## src/shared/mtm_cfg.svh

```systemverilog
// register map, reset values and timing for the temperature monitor
`ifndef MTM_CFG_SVH
`define MTM_CFG_SVH
`define MTM_A_TEMP      8'h01
`define MTM_A_EXT       8'h09
`define MTM_A_ID        8'h0a
`define MTM_A_ALIM      8'h11
`define MTM_A_OLIM      8'h21
`define MTM_A_CFG1      8'h41
`define MTM_A_CFG2      8'h42
`define MTM_A_CFG3      8'h43
`define MTM_A_ST1       8'h44
`define MTM_A_ST2       8'h45
`define MTM_A_ST3       8'h46
`define MTM_PTR_RST     8'h00
`define MTM_CFG1_RST    8'h0c
`define MTM_CFG23_RST   8'h00
`define MTM_CFG1_WMASK  8'hac
`define MTM_CFG2_WMASK  8'h7f
`define MTM_CFG3_WMASK  8'h39
`define MTM_B_STOP      7
`define MTM_B_SRST      6
`define MTM_B_TODIS     5
`define MTM_B_RC        3
`define MTM_B_BETA      2
`define MTM_ALIM_RST    {8'h5a, 8'h64, 8'h64, 8'h64, 8'h64, 8'h7f, 8'h6e}
`define MTM_OLIM_RST    {8'h5a, 8'h5a, 8'h7f, 8'h6e}
`define MTM_OV_CHANS    {3'h5, 3'h4, 3'h3, 3'h0}
`define MTM_T_MAX       8'h7f
`define MTM_T_ZERO      8'h00
`define MTM_T_FAULT     8'hff
`define MTM_T_SAT       12'sh400
`define MTM_FRAC_PAD    5'h00
`define MTM_HYST        9'h004
`define MTM_ARA         7'h0c
`define MTM_BITS        4'h8
`define MTM_IDX_CMD     2'h1
`define MTM_IDX_DATA    2'h2
`define MTM_IDX_MAX     2'h3
`define MTM_CH_FIRST    3'h0
`define MTM_CH_PRE_LOC  3'h2
`define MTM_CH_LOCAL    3'h6
`define MTM_CH_POST_LOC 3'h3
`define MTM_CH_LAST     3'h5
`define MTM_FAULT_MS    4
`define MTM_TOUT_MS     37
`define MTM_CLK_KHZ     40000
`endif

```

## src/shared/mtm_pkg.sv

```systemverilog
// types shared by the temperature monitor
package mtm_pkg;
	typedef enum logic [2:0] {
		SMB_IDLE = 3'b000,
		SMB_RX   = 3'b001,
		SMB_ACK  = 3'b010,
		SMB_TX   = 3'b011,
		SMB_MACK = 3'b100
	} mtm_smb_t;
	typedef enum logic {
		SEQ_IDLE = 1'b0,
		SEQ_CONV = 1'b1
	} mtm_seq_t;
	typedef struct packed {
		logic               fault;
		logic signed [11:0] temp;
	} mtm_adc_t;
endpackage : mtm_pkg

```

## src/rtl/mtm_top.sv

```systemverilog
// seven channel temperature monitor: smbus slave, sequencer, alarms
`include "mtm_cfg.svh"
module mtm_top #(
	parameter logic [6:0]    SLAVE_ADDR = 7'h2a,
	parameter logic [7:0]    DEVICE_ID  = 8'h5c, // arbitrary value
	parameter int            CW         = 21,
	parameter logic [CW-1:0] FAULT_CYC  = CW'(`MTM_FAULT_MS * `MTM_CLK_KHZ),
	parameter logic [CW-1:0] TOUT_CYC   = CW'(`MTM_TOUT_MS * `MTM_CLK_KHZ)
) (
	input  logic             ref_clk,
	input  logic             rst_b,
	input  logic             clk_en,
	input  logic             hw_sleep_n,
	input  logic             serial_clock_pin,
	input  logic             serial_data_in,
	output logic             serial_data_out,
	output logic             serial_data_oe,
	output logic             alert_out_n,
	output logic             alert_oe,
	output logic             overtemp_out_n,
	output logic             overtemp_oe,
	output logic             adc_start,
	output logic [2:0]       adc_chan,
	input  mtm_pkg::mtm_adc_t adc_result,
	input  logic             adc_valid,
	output logic             res_cancel_en,
	output logic             beta_comp_en
);
	localparam logic [3:0][2:0] OV_CH = `MTM_OV_CHANS;

	logic [1:0]         scl_sy, sda_sy, slp_sy;
	logic               scl_d, sda_d;
	logic               scl, sda, awake;
	logic               scl_rise, scl_fall, start_c, stop_c;
	mtm_pkg::mtm_smb_t  smb_st;
	mtm_pkg::mtm_seq_t  seq_st;
	logic [3:0]         bit_cnt_r;
	logic [1:0]         byte_idx_r;
	logic [7:0]         sh_r, ptr_r, cfg1_r, cfg2_r, cfg3_r, ext_r;
	logic [7:0]         tx_byte, conv_hi, st2_v;
	logic               rd_r, ara_r, sda_oe_r, soft_rst_r;
	logic [6:0][7:0]    temp_r, alim_r;
	logic [3:0][7:0]    olim_r;
	logic [6:0]         st1_r, st1_set;
	logic [5:0]         st3_r;
	logic [3:0]         ov_r;
	logic               alert_r, alert_n_r, ovt_oe_r, ovt_n_r;
	logic               lock_r, adc_start_r;
	logic [CW-1:0]      lock_cnt_r, to_cnt_r, wd_cnt_r;
	logic [2:0]         chan_r;
	logic               rx_done, wr_stb, cmd_stb, tx_load, rd_stb, ara_ok;
	logic               bus_to, standby, conv_end, ov_any;
	mtm_pkg::mtm_adc_t  cres;

	function automatic logic hit(input logic [7:0] a, input logic [7:0] b,
		input logic [2:0] i);
		return a == b + 8'(i);
	endfunction : hit

	function automatic logic [7:0] enc_hi(input mtm_pkg::mtm_adc_t r);
		if (r.fault)
			return `MTM_T_FAULT;
		if (r.temp < 0)
			return `MTM_T_ZERO;
		if (r.temp >= `MTM_T_SAT)
			return `MTM_T_MAX;
		return r.temp[10:3];
	endfunction : enc_hi

	function automatic logic [2:0] next_chan(input logic [2:0] c);
		case (c)
			`MTM_CH_PRE_LOC: return `MTM_CH_LOCAL;
			`MTM_CH_LOCAL:   return `MTM_CH_POST_LOC;
			`MTM_CH_LAST:    return `MTM_CH_FIRST;
			default:         return c + 3'h1;
		endcase
	endfunction : next_chan

	function automatic logic [7:0] reg_read(input logic [7:0] a);
		logic [7:0] d;
		d = 8'h00;
		for (int i = 0; i < 7; i++)
		begin
			if (hit(a, `MTM_A_TEMP, 3'(i)))
				d = temp_r[i];
			if (hit(a, `MTM_A_ALIM, 3'(i)))
				d = alim_r[i];
		end
		for (int k = 0; k < 4; k++)
			if (hit(a, `MTM_A_OLIM, OV_CH[k]))
				d = olim_r[k];
		case (a)
			`MTM_A_EXT:  d = ext_r;
			`MTM_A_ID:   d = DEVICE_ID;
			`MTM_A_CFG1: d = cfg1_r;
			`MTM_A_CFG2: d = cfg2_r;
			`MTM_A_CFG3: d = cfg3_r;
			`MTM_A_ST1:  d = {1'b0, st1_r};
			`MTM_A_ST2:  d = st2_v;
			`MTM_A_ST3:  d = {2'b00, st3_r};
			default:     ;
		endcase
		return d;
	endfunction : reg_read

	// pins pass two flops; edges are found on the second stage only
	always_ff @(posedge ref_clk or negedge rst_b)
		if (!rst_b)
		begin
			scl_sy <= 2'b11;
			sda_sy <= 2'b11;
			slp_sy <= 2'b11;
			scl_d  <= 1'b1;
			sda_d  <= 1'b1;
		end
		else if (clk_en)
		begin
			scl_sy <= {scl_sy[0], serial_clock_pin};
			sda_sy <= {sda_sy[0], serial_data_in};
			slp_sy <= {slp_sy[0], hw_sleep_n};
			scl_d  <= scl_sy[1];
			sda_d  <= sda_sy[1];
		end

	assign scl      = scl_sy[1];
	assign sda      = sda_sy[1];
	assign awake    = slp_sy[1];
	assign scl_rise = scl & ~scl_d;
	assign scl_fall = ~scl & scl_d;
	assign start_c  = scl & scl_d & sda_d & ~sda;
	assign stop_c   = scl & scl_d & ~sda_d & sda;

	assign rx_done = smb_st == mtm_pkg::SMB_RX && scl_fall &&
		bit_cnt_r == `MTM_BITS;
	assign cmd_stb = rx_done && byte_idx_r == `MTM_IDX_CMD;
	assign wr_stb  = rx_done && byte_idx_r == `MTM_IDX_DATA;
	assign tx_load = scl_fall && ((smb_st == mtm_pkg::SMB_ACK && rd_r) ||
		smb_st == mtm_pkg::SMB_MACK);
	assign rd_stb  = tx_load && !ara_r;
	assign ara_ok  = smb_st == mtm_pkg::SMB_TX && scl_fall && ara_r &&
		bit_cnt_r == `MTM_BITS;
	// a process so that it wakes on every register the lookup reads
	always_comb
		tx_byte = ara_r ? {SLAVE_ADDR, 1'b0} : reg_read(ptr_r);
	assign bus_to  = !cfg1_r[`MTM_B_TODIS] && to_cnt_r == TOUT_CYC;

	// stuck-low clock watchdog frees the data line
	always_ff @(posedge ref_clk or negedge rst_b)
		if (!rst_b)
			to_cnt_r <= '0;
		else if (clk_en)
			to_cnt_r <= (scl || smb_st == mtm_pkg::SMB_IDLE || bus_to) ?
				'0 : to_cnt_r + CW'(1);

	always_ff @(posedge ref_clk or negedge rst_b)
		if (!rst_b)
		begin
			smb_st     <= mtm_pkg::SMB_IDLE;
			bit_cnt_r  <= '0;
			byte_idx_r <= '0;
			sh_r       <= '0;
			rd_r       <= 1'b0;
			ara_r      <= 1'b0;
			sda_oe_r   <= 1'b0;
		end
		else if (clk_en)
		begin
			if (!awake || bus_to || stop_c)
			begin
				smb_st   <= mtm_pkg::SMB_IDLE;
				sda_oe_r <= 1'b0;
			end
			else if (start_c)
			begin
				smb_st     <= mtm_pkg::SMB_RX;
				bit_cnt_r  <= '0;
				byte_idx_r <= '0;
				sda_oe_r   <= 1'b0;
			end
			else
			begin
				unique case (smb_st)
					mtm_pkg::SMB_IDLE: ;
					mtm_pkg::SMB_RX:
					begin
						if (scl_rise)
						begin
							sh_r      <= {sh_r[6:0], sda};
							bit_cnt_r <= bit_cnt_r + 4'h1;
						end
						else if (rx_done)
						begin
							smb_st   <= mtm_pkg::SMB_ACK;
							sda_oe_r <= 1'b1;
							if (byte_idx_r == 2'h0)
							begin
								rd_r  <= sh_r[0];
								ara_r <= sh_r[7:1] == `MTM_ARA;
								if (sh_r[7:1] == `MTM_ARA)
								begin
									if (!sh_r[0] || !alert_r)
									begin
										smb_st   <= mtm_pkg::SMB_IDLE;
										sda_oe_r <= 1'b0;
									end
								end
								else if (sh_r[7:1] != SLAVE_ADDR)
								begin
									smb_st   <= mtm_pkg::SMB_IDLE;
									sda_oe_r <= 1'b0;
								end
							end
						end
					end
					mtm_pkg::SMB_ACK:
						if (scl_fall)
						begin
							bit_cnt_r <= '0;
							if (rd_r)
							begin
								smb_st   <= mtm_pkg::SMB_TX;
								sh_r     <= tx_byte;
								sda_oe_r <= ~tx_byte[7];
							end
							else
							begin
								smb_st   <= mtm_pkg::SMB_RX;
								sda_oe_r <= 1'b0;
								if (byte_idx_r != `MTM_IDX_MAX)
									byte_idx_r <= byte_idx_r + 2'h1;
							end
						end
					mtm_pkg::SMB_TX:
						if (scl_rise)
						begin
							bit_cnt_r <= bit_cnt_r + 4'h1;
							if (ara_r && sh_r[7] && !sda)
							begin
								smb_st   <= mtm_pkg::SMB_IDLE;
								sda_oe_r <= 1'b0;
							end
						end
						else if (scl_fall)
						begin
							if (bit_cnt_r == `MTM_BITS)
							begin
								smb_st   <= mtm_pkg::SMB_MACK;
								sda_oe_r <= 1'b0;
							end
							else
							begin
								sh_r     <= {sh_r[6:0], 1'b0};
								sda_oe_r <= ~sh_r[6];
							end
						end
					mtm_pkg::SMB_MACK:
						if (scl_rise && sda)
							smb_st <= mtm_pkg::SMB_IDLE;
						else if (scl_fall)
						begin
							smb_st    <= mtm_pkg::SMB_TX;
							bit_cnt_r <= '0;
							sh_r      <= tx_byte;
							sda_oe_r  <= ~tx_byte[7];
						end
					default:
						smb_st <= mtm_pkg::SMB_IDLE;
				endcase
			end
		end

	ack_slot_a:
		assert property (@(posedge ref_clk) disable iff (!rst_b)
			clk_en && awake && rx_done && byte_idx_r != 2'h0 |=> sda_oe_r)
		else $error("written byte not acknowledged");

	always_ff @(posedge ref_clk or negedge rst_b)
		if (!rst_b)
			ptr_r <= `MTM_PTR_RST;
		else if (clk_en)
		begin
			if (soft_rst_r)
				ptr_r <= `MTM_PTR_RST;
			else if (cmd_stb)
				ptr_r <= sh_r;
		end

	ptr_reset_a:
		assert property (@(posedge ref_clk) disable iff (!rst_b)
			clk_en && soft_rst_r |=> ptr_r == `MTM_PTR_RST)
		else $error("pointer not cleared by soft reset");

	// configuration and thresholds
	always_ff @(posedge ref_clk or negedge rst_b)
		if (!rst_b)
		begin
			cfg1_r     <= `MTM_CFG1_RST;
			cfg2_r     <= `MTM_CFG23_RST;
			cfg3_r     <= `MTM_CFG23_RST;
			alim_r     <= `MTM_ALIM_RST;
			olim_r     <= `MTM_OLIM_RST;
			soft_rst_r <= 1'b0;
		end
		else if (clk_en)
		begin
			soft_rst_r <= wr_stb && ptr_r == `MTM_A_CFG1 &&
				sh_r[`MTM_B_SRST];
			if (soft_rst_r)
			begin
				cfg1_r <= `MTM_CFG1_RST;
				cfg2_r <= `MTM_CFG23_RST;
				cfg3_r <= `MTM_CFG23_RST;
				alim_r <= `MTM_ALIM_RST;
				olim_r <= `MTM_OLIM_RST;
			end
			else if (wr_stb)
			begin
				// reserved bits and the self-clearing bit never store
				if (ptr_r == `MTM_A_CFG1)
					cfg1_r <= sh_r & `MTM_CFG1_WMASK;
				if (ptr_r == `MTM_A_CFG2)
					cfg2_r <= sh_r & `MTM_CFG2_WMASK;
				if (ptr_r == `MTM_A_CFG3)
					cfg3_r <= sh_r & `MTM_CFG3_WMASK;
				for (int i = 0; i < 7; i++)
					if (hit(ptr_r, `MTM_A_ALIM, 3'(i)))
						alim_r[i] <= sh_r;
				for (int k = 0; k < 4; k++)
					if (hit(ptr_r, `MTM_A_OLIM, OV_CH[k]))
						olim_r[k] <= sh_r;
			end
		end

	self_clear_a:
		assert property (@(posedge ref_clk) disable iff (!rst_b)
			clk_en && soft_rst_r |=> !soft_rst_r && !cfg1_r[`MTM_B_SRST] &&
			cfg1_r == `MTM_CFG1_RST)
		else $error("soft reset did not restore config 1");

	// conversion sequencer; alarm state never stalls it
	assign standby  = cfg1_r[`MTM_B_STOP] || !awake;
	assign conv_end = seq_st == mtm_pkg::SEQ_CONV && !standby &&
		(adc_valid || wd_cnt_r == FAULT_CYC);
	assign cres     = adc_valid ? adc_result :
		mtm_pkg::mtm_adc_t'{fault: 1'b1, temp: '0};
	assign conv_hi  = enc_hi(cres);

	always_ff @(posedge ref_clk or negedge rst_b)
		if (!rst_b)
		begin
			seq_st      <= mtm_pkg::SEQ_IDLE;
			chan_r      <= `MTM_CH_FIRST;
			wd_cnt_r    <= '0;
			adc_start_r <= 1'b0;
		end
		else if (clk_en)
		begin
			adc_start_r <= 1'b0;
			if (soft_rst_r)
			begin
				seq_st <= mtm_pkg::SEQ_IDLE;
				chan_r <= `MTM_CH_FIRST;
			end
			else
			begin
				unique case (seq_st)
					mtm_pkg::SEQ_IDLE:
						if (!standby)
						begin
							seq_st      <= mtm_pkg::SEQ_CONV;
							adc_start_r <= 1'b1;
							wd_cnt_r    <= '0;
						end
					mtm_pkg::SEQ_CONV:
						if (standby || conv_end)
						begin
							seq_st <= mtm_pkg::SEQ_IDLE;
							if (conv_end)
								chan_r <= next_chan(chan_r);
						end
						else
							wd_cnt_r <= wd_cnt_r + CW'(1);
				endcase
			end
		end

	standby_a:
		assert property (@(posedge ref_clk) disable iff (!rst_b)
			clk_en && cfg1_r[`MTM_B_STOP] |=> !adc_start_r)
		else $error("conversion started in standby");

	// results, fault flags and the channel 1 read lock
	always_ff @(posedge ref_clk or negedge rst_b)
		if (!rst_b)
		begin
			temp_r <= '0;
			ext_r  <= '0;
			st3_r  <= '0;
		end
		else if (clk_en)
		begin
			if (soft_rst_r)
			begin
				temp_r <= '0;
				ext_r  <= '0;
				st3_r  <= '0;
			end
			else if (conv_end)
			begin
				if (!(chan_r == `MTM_CH_FIRST && lock_r))
					temp_r[chan_r] <= conv_hi;
				if (chan_r == `MTM_CH_FIRST)
					ext_r <= (cres.fault || cres.temp < 0 ||
						cres.temp >= `MTM_T_SAT) ? '0 :
						{cres.temp[2:0], `MTM_FRAC_PAD};
				if (chan_r != `MTM_CH_LOCAL)
					st3_r[chan_r] <= cres.fault;
			end
		end

	always_ff @(posedge ref_clk or negedge rst_b)
		if (!rst_b)
		begin
			lock_r     <= 1'b0;
			lock_cnt_r <= '0;
		end
		else if (clk_en)
		begin
			lock_cnt_r <= lock_r ? lock_cnt_r + CW'(1) : '0;
			if (soft_rst_r || lock_cnt_r == TOUT_CYC)
				lock_r <= 1'b0;
			else if (rd_stb && ptr_r == `MTM_A_EXT)
				lock_r <= 1'b1;
			else if (rd_stb && ptr_r == `MTM_A_TEMP)
				lock_r <= 1'b0;
		end

	fault_store_a:
		assert property (@(posedge ref_clk) disable iff (!rst_b)
			clk_en && conv_end && cres.fault && !soft_rst_r &&
			chan_r != `MTM_CH_FIRST |=> temp_r[$past(chan_r)] == `MTM_T_FAULT)
		else $error("fault did not store ff");

	ext_lock_a:
		assert property (@(posedge ref_clk) disable iff (!rst_b)
			lock_r && !soft_rst_r |=> $stable(temp_r[0]))
		else $error("locked channel 1 byte changed");

	// alert status and interrupt latch; masks gate only the latch
	always_comb
	begin
		st1_set = '0;
		if (conv_end && !cres.fault)
			st1_set[chan_r] = conv_hi > alim_r[chan_r];
	end

	always_ff @(posedge ref_clk or negedge rst_b)
		if (!rst_b)
		begin
			st1_r     <= '0;
			alert_r   <= 1'b0;
			alert_n_r <= 1'b1;
		end
		else if (clk_en)
		begin
			// a new event beats a clear in the same cycle
			st1_r <= (soft_rst_r || (rd_stb && ptr_r == `MTM_A_ST1)) ?
				st1_set : st1_r | st1_set;
			alert_r <= |(st1_set & ~cfg2_r[6:0]) || (alert_r && !soft_rst_r &&
				!(rd_stb && ptr_r == `MTM_A_ST1) && !ara_ok);
			alert_n_r <= !(|(st1_set & ~cfg2_r[6:0]) || (alert_r &&
				!soft_rst_r && !(rd_stb && ptr_r == `MTM_A_ST1) && !ara_ok));
		end

	alert_set_a:
		assert property (@(posedge ref_clk) disable iff (!rst_b)
			clk_en && |(st1_set & ~cfg2_r[6:0]) |=> alert_r && !alert_n_r)
		else $error("interrupt not raised on exceeded limit");

	alert_clear_a:
		assert property (@(posedge ref_clk) disable iff (!rst_b)
			clk_en && ara_ok && st1_set == '0 |=> !alert_r)
		else $error("alert response did not release interrupt");

	// overtemp with hysteresis; open diode reads never compare
	always_ff @(posedge ref_clk or negedge rst_b)
		if (!rst_b)
			ov_r <= '0;
		else if (clk_en)
		begin
			if (soft_rst_r)
				ov_r <= '0;
			else if (conv_end && !cres.fault)
				for (int k = 0; k < 4; k++)
					if (chan_r == OV_CH[k])
					begin
						if (conv_hi > olim_r[k])
							ov_r[k] <= 1'b1;
						else if ({1'b0, conv_hi} + `MTM_HYST < {1'b0, olim_r[k]})
							ov_r[k] <= 1'b0;
					end
		end

	always_comb
	begin
		st2_v  = '0;
		ov_any = 1'b0;
		for (int k = 0; k < 4; k++)
		begin
			st2_v[OV_CH[k]] = ov_r[k];
			ov_any = ov_any | (ov_r[k] & ~cfg3_r[OV_CH[k]]);
		end
	end

	always_ff @(posedge ref_clk or negedge rst_b)
		if (!rst_b)
		begin
			ovt_oe_r <= 1'b0;
			ovt_n_r  <= 1'b1;
		end
		else if (clk_en)
		begin
			ovt_oe_r <= ov_any;
			ovt_n_r  <= !ov_any;
		end

	ovt_hyst_a:
		assert property (@(posedge ref_clk) disable iff (!rst_b)
			clk_en && !$past(soft_rst_r) && $fell(ov_r[2]) |->
			$past(conv_end) && $past(chan_r) == OV_CH[2] &&
			{1'b0, $past(conv_hi)} + `MTM_HYST < {1'b0, $past(olim_r[2])})
		else $error("overtemp released inside its hysteresis band");

	ovt_mask_a:
		assert property (@(posedge ref_clk) disable iff (!rst_b)
			clk_en && cfg3_r == `MTM_CFG3_WMASK |=> !ovt_oe_r)
		else $error("masked overtemp still drives output");

	// open drain pins only ever pull low
	assign serial_data_out = 1'b0;
	assign serial_data_oe  = sda_oe_r;
	assign alert_out_n     = alert_n_r;
	assign alert_oe        = alert_r;
	assign overtemp_out_n  = ovt_n_r;
	assign overtemp_oe     = ovt_oe_r;
	assign adc_start       = adc_start_r;
	assign adc_chan        = chan_r;
	assign res_cancel_en   = cfg1_r[`MTM_B_RC];
	assign beta_comp_en    = cfg1_r[`MTM_B_BETA];
endmodule : mtm_top

```

## config.mk

```make
export PLATFORM = sky130hd
export DESIGN_NAME = mtm_top
export DESIGN_NICKNAME = d
export VERILOG_FILES = /design/src/shared/mtm_pkg.sv /design/src/rtl/mtm_top.sv
export VERILOG_INCLUDE_DIRS = /design/src /design/src/shared
export SDC_FILE = /design/constraint.sdc
export NUM_CORES = 1
export LEC_CHECK = 0
export BUFFER_PORTS_ARGS = -buffer_cell sky130_fd_sc_hd__buf_4
export CORE_UTILIZATION = 35
export DETAILED_ROUTE_END_ITERATION = 16
export PLACE_DENSITY_LB_ADDON = 0.05
export SLEW_MARGIN = 20
export SYNTH_ARGS = -nofsm -noshare
export SYNTH_HDL_FRONTEND = slang
export SYNTH_SLANG_ARGS = --single-unit
```

## constraint.sdc

```tcl
create_clock -name ref_clk -period 4.3 [get_ports ref_clk]
set_input_delay 0.645 -clock ref_clk [delete_from_list [all_inputs] [get_ports ref_clk]]
set_output_delay 0.645 -clock ref_clk [all_outputs]
set_load 0.005 [all_outputs]
```

==> results.toml, run 1 <==
[logic_synthesis]
synth_edf_count = 0
synth_area_um2 = 17400
synth_top_area_cell = "dfrtp_1"
async_flop_share = 1.00
syn_nets = 2030
syn_inst = 1925
synthTopCellsByArea = "dfrtp_1 (33%), dfstp_2 (9.0%), ha_1 (6.1%)"
ys_ff_latch = 289
ys_dominant_reg_cell = "dfrtp_1"
synth_top_area_share = 0.329
avgSynthCellArea_um2 = 9.05
yosysWarnings = 0
synth.distinct_cells = 87
ys_seq_area_frac = 0.419

[cells_and_area]
diodes = 0
fillCellCount = 5003
fin_nets = 2055
drive_gt1_frac = 0.155
seqCellArea_um2 = 7310
multi_input_area_um2 = 9420
area_growth_pct = 14.7

[power]
switchingPower_mw = 3.25
clock_power_share = 0.369
switching_share = 0.349
p_comb_frac = 0.255
power.internal_mw = 6.05
power_mw = 9.30
peakVddDrop_mv = 0.294
power_frac_seq = 0.376
p_leak_nw = 8.34
powerDensity_nw_per_um2 = 465

[grt]
grt_use_total = 0.282
grt_pass1_vias = 15034
grt_max_degree = 92
antenna_found_initial = 0
grt-ovfl-total = 0
grt_pass1_wl_mm = 105

[detailed_routing]
firstDrtPassIters = 5
vias = 15448
totalWireLength_mm = 70.9
route.detailed.drc = 0
drtAntennaViolNets = 0
avgRoutedWirePerCell_um = 26.8
drt_iter0_markers = 1309
via_per_inst = 5.84

[clocking]
ctsResizeCount = 0
cts_buffers = 39
cts_setup_buffers = 0
clock_latency_ns = 0.57
ctsHoldBuffers = 0
cts_tree = "done"
clock-sinks = 289
clock-root-buffer = "clkbuf_16"
clk_pin_slew_ns = 0.06
clk_path_buf_depth = 3
cts_max_level = 2

[timing]
setup_tns_ns = 0
hold_viol = 0
maxSlewViolCount = 0
rsz0062_at_grt = "false"
max_slew.worst_pin.slew_ns = 1.15
max_freq_mhz = 283
post-route-min-period_ns = 3.54
slew_headroom = 0.228
finalCritPeriodShare = 0.823
setup_viol = 0
worst_clock_skew_ns = 0.0169

[placement]
hpwl_mm = 52.2
place_congestion = 0.967
io_buffers = 30

[floorplanning]
fp.dieH_um = 225
start_util = 0.355
io-pin-count = 32
core_um2 = 49100
rows = 81
die_area_um2 = 50700
dieWidth_um = 225

[job]
maxCapViolations = 0

[setup_path]
critPathSlowestCell = "nor4b_4"
cp.buffers_inverters = 0
path_cells = "nor4b_4, nand2_1, a21oi_1, o41ai_1, a211oi_1, a31oi_1, mux2_2"
arrival_ns = 4.00
endpoint_kind = "register"
crit_path_max_incr_delay_ns = 1.02
cp-start-kind = "register"
crit_fanout = 22
critPathKind = "register to register"
worst_ep_required_time_ns = 4.76
crit_family = "simple AND/OR/NAND/NOR gates"
r2r_setup_slack_ns = 0.76

[status]
run_status = "completed"

[min_path]
worstHoldPathType = "input port to async pin"
==> power by group through the flow <==
stage,registers (mW),clock network [mW],logic [mW]
final,3.49,3.43,2.37
after global routing,3.52,3.61,2.58
after CTS,3.48,3.51,2.35
after detailed placement,3.51,0,2.35
after global placement,3.53,0,2.33
after floorplan,3.28,0,1.47
==> kinds of logic (layout without fill, tap and decap cells) <==
family | after synthesis | after routing | synth area share
other | 1 | 1 | 0.000215
xor gates and xnor gates | 51 | 51 | 0.0256
and+or+nand+nor | 640 | 640 | 0.187
adders and majority gates | 85 | 85 | 0.0610
buffers and inverters | 197 | 252 | 0.0447
DFF | 289 | 289 | 0.419
muxes | 68 | 68 | 0.0442
AOI/OAI and AO/OA | 594 | 594 | 0.218
==> flip-flops by register name, summed over array words and instances, names as in the netlist, 8 cells and up <==
signal / flops
wd_cnt_r: 21
olim_r: 32
sh_r: 8
alim_r: 56
ptr_r: 8
to_cnt_r: 21
temp_r: 56
lock_cnt_r: 21
==> cell usage after synthesis, types with 42 or more instances <==
cell / instances
dfstp_2: 60
o21ai_0: 173
nand2_1: 206
nand3_1: 51
dfrtp_1: 229
a21oi_1: 125
a22oi_1: 46
clkbuf_1: 83
ha_1: 85
nor2_1: 180
a22o_1: 42
inv_1: 81
mux2_2: 42
==> cell usage in the layout, fill, tap and decap left out, types with 25 or more instances in the layout <==
| cell type | instances |
|---|---|
| a22oi_1 | 46 |
| nand3_1 | 51 |
| o21ai_1 | 28 |
| nor3_1 | 25 |
| nand2_1 | 206 |
| a22o_1 | 42 |
| dfrtp_1 | 227 |
| inv_1 | 81 |
| ha_1 | 85 |
| nor2_1 | 178 |
| a21oi_1 | 125 |
| xor2_1 | 33 |
| clkbuf_16 | 41 |
| dfstp_2 | 60 |
| buf_4 | 96 |
| o21ai_0 | 169 |
| mux2_2 | 42 |
==> per-stage QoR <==
stage / instances / setup WS (ns) / utilization / hold WS, ns / instance area, um^2
floorplan: 1925 / 1.05 / - / 0.349 / 17400
global placement: 2573 / 0.857 / 0.380 / 0.461 / 18600
detailed placement: 2573 / 0.879 / 0.380 / 0.472 / 18600
CTS: 2644 / 0.879 / 0.407 / 0.114 / 20000
global route: 2644 / 0.677 / 0.407 / 0.0942 / 20000
finish: 2644 / 0.761 / 0.407 / 0.0464 / 20000
==> final timing paths <==
| path | startpoint | to | depth (start not counted) |
|---|---|---|---|
| max | ptr_r[0] | serial_data_oe | 7 |
| min | rst_b | wd_cnt_r[18] | 1 |
| max reg2reg | ptr_r[0] | serial_data_oe | 7 |
| min reg2reg | overtemp_out_n | overtemp_out_n | 2 |
| max in group asynchronous | rst_b | soft_rst_r | 2 |
| min in group ref_clk | serial_clock_pin | scl_sy[0] | 2 |
==> routing by layer <==
metal	global-route usage	part of all wire	vias to the layer above
li1	-	-	7085
met1	0.388	0.45	7709
met2	0.440	0.45	521
met3	0.0484	0.057	133
met4	0.110	0.043	0
met5	0	0	-
==> cell type report <==
cell class	count	area share
tap	664	0.0416
timing repair buffer	99	0.0388
clock buffer	55	0.0560
sequential	289	0.366
inverter	82	0.0154
multi-input combinational	1439	0.472
clock inverter	16	0.0106
No activity file was read; power rests on OpenSTA's default activity.
==> inputs of run 2 (changes only) <==
==> constraint.sdc (replaced) <==
create_clock -name ref_clk -period 2.9 [get_ports ref_clk]
set_input_delay 0.435 -clock ref_clk [delete_from_list [all_inputs] [get_ports ref_clk]]
set_output_delay 0.435 -clock ref_clk [all_outputs]
set_load 0.005 [all_outputs]
==> results.toml, run 2 (same netlist as run 1, synthesis figures left out) <==
[cells_and_area]
area_growth_pct = 20.9
reg.largest.list = "alim_r (56), temp_r (56), olim_r (32)"
fin_nets = 2179
layout_common_cells = "dfrtp_1 (224), nand2_1 (206), buf_4 (206), nor2_1 (178), o21ai_0 (164)"
layout_commonest_cell = "dfrtp_1"
drive_gt1_frac = 0.206
fin_cells = 2767
diodes = 0

[power]
clock_power_share = 0.354
p_comb_frac = 0.279
power_frac_seq = 0.367
switching_share = 0.344
p_leak_nw = 8.98
switchingPower_mw = 4.83
peakVddDrop_mv = 0.474
power_mw = 14.0
powerDensity_nw_per_um2 = 667
power.internal_mw = 9.21

[setup_path]
crit_path_max_incr_delay_ns = 0.42
critPathKind = "register to register"
r2r_setup_slack_ns = 0.002
crit_path_start = "ptr_r[3]"
crit_end = "serial_data_oe"
cp.depth = 11
cpMostUsedCell = "buf_4"
path_cells = "buf_12, buf_4, nor4b_4, buf_6, nand2_1, a21oi_1, o41ai_1, a211oi_2, buf_4, a31oi_1, mux2_2"
cp.buffers_inverters = 4
worst_ep_required_time_ns = 3.34
rr_worst_depth = 11
arrival_ns = 3.34
crit_fanout = 16
reg2reg_from = "ptr_r[3]"
r2r_end = "serial_data_oe"
crit_family = "compound AO/OA/AOI/OAI gates"
cp-start-kind = "register"
critPathSlowestCell = "dfrtp_1"
endpoint_kind = "register"

[grt]
grtUsageMet3 = 0.0407
use_met2 = 0.449
antenna_found_initial = 0
grt_busiest_layer = "met2"
grt-ovfl-total = 0
grt_max_degree = 89
grt.met1_usage = 0.405
grt_pass1_wl_mm = 107
grt_pass1_vias = 15334
grt_use_total = 0.291

[placement]
place_congestion = 0.998
dp_cells = 2695
hpwl_mm = 55.9
io_buffers = 30

[detailed_routing]
drt_iter0_markers = 1558
via_per_inst = 5.74
firstDrtPassIters = 6
vias = 15873
drtAntennaViolNets = 0
route.detailed.drc = 0
totalWireLength_mm = 73.0
avgRoutedWirePerCell_um = 26.4

[clocking]
cts_setup_buffers = 0
cts_max_level = 2
clock-root-buffer = "clkbuf_16"
clk_path_buf_depth = 3
clock-sinks = 289
clk_pin_slew_ns = 0.06
cts_tree = "done"
cts_buffers = 39
clock_latency_ns = 0.56

[status]
run_status = "completed"

[timing]
worst_clock_skew_ns = 0.0175
max_freq_mhz = 345
hold_viol = 0
finalCritPeriodShare = 0.999
max_slew.worst_pin.slew_ns = 0.970
setup_viol = 0
maxSlewViolCount = 0
post-route-min-period_ns = 2.90
rsz0062_at_grt = "true"
slew_headroom = 0.351

[floorplanning]
dieWidth_um = 225
io-pin-count = 32
fp.dieH_um = 225
core_um2 = 49100
die_area_um2 = 50700
start_util = 0.355
rows = 81

[min_path]
worstHoldPathType = "input port to register"

[job]
maxCapViolations = 0
run 2: cell types whose count changed in the layout (fill, tap and decap cells not counted), moves of 3 or more:
cell,before,now
buf_4,96,206
buf_12,2,13
o21ai_1,28,35
o21ai_0,169,164
clkinv_2,9,5
clkbuf_1,10,13
clkinvlp_4,0,3
dfrtp_1,227,224
dfrtp_2,2,5
run 2: metrics by stage:
step                 util  TNS [ns]  area [um^2]  hold WS (ns)  worst slack, ns
floorplan               -  -0.00950        17400         0.139         -0.00950
global placement    0.401    -0.253        19700         0.444           -0.113
detailed placement  0.402    -0.247        19700         0.444           -0.115
CTS                 0.428         0        21000        0.0893         0.000976
global route        0.429    -0.117        21100        0.0958          -0.0389
finish              0.429         0        21100         0.116          0.00199
run 2: metal layers:
layer / vias up / part of all wire
li1: 7335 / -
met3: 156 / 0.060
met4: 0 / 0.044
met5: - / 0
met2: 572 / 0.45
met1: 7810 / 0.45
run 2: area by class of cell:
cell class	instances	area (um^2)
clock buffers	56	1080
clock inverters	14	206
fillers	4928	28000
inverters	82	308
multi-input cells	1439	9450
flip-flops and latches	289	7310
well taps	664	831
repair buffers	223	1870
run 2: power groups by stage:
stage | Combinational, mW | Sequential, mW | Clock, mW
5_1_grt | 4.28 | 5.18 | 5.23
6_report | 3.92 | 5.16 | 4.96
2_1_floorplan | 2.20 | 4.87 | 0
4_1_cts | 3.84 | 5.13 | 5.07
3_5_place_dp | 3.81 | 5.18 | 0
3_3_place_gp | 3.80 | 5.19 | 0
run 2: timing repair:
action / in CTS / in global routing
hold buffers: 1 / 0
endpoints found under the setup margin: 11 / 26
pin swaps: 0 / 1
cloned: 0 / 1
endpoints found under the hold margin: 57 / 0
gates resized for setup: 5 / 10
run 2: worst min-delay path by stage:
stage,end,cells after the start,start
2_1_floorplan,adc_chan[0],0,rst_b
3_3_place_gp,wd_cnt_r[14],1,rst_b
3_5_place_dp,wd_cnt_r[13],1,rst_b
4_1_cts,sda_sy[0],2,serial_data_in
5_1_grt,slp_sy[0],2,hw_sleep_n
6_report,slp_sy[0],2,hw_sleep_n
run 2: worst reg2reg max path: stages (launching register included):
cell      delay, ns
dfrtp_1        0.42
buf_12         0.18
buf_4          0.16
nor4b_4        0.40
buf_6          0.27
nand2_1        0.09
a21oi_1        0.28
o41ai_1        0.16
a211oi_2       0.32
buf_4          0.18
a31oi_1        0.07
mux2_2         0.26
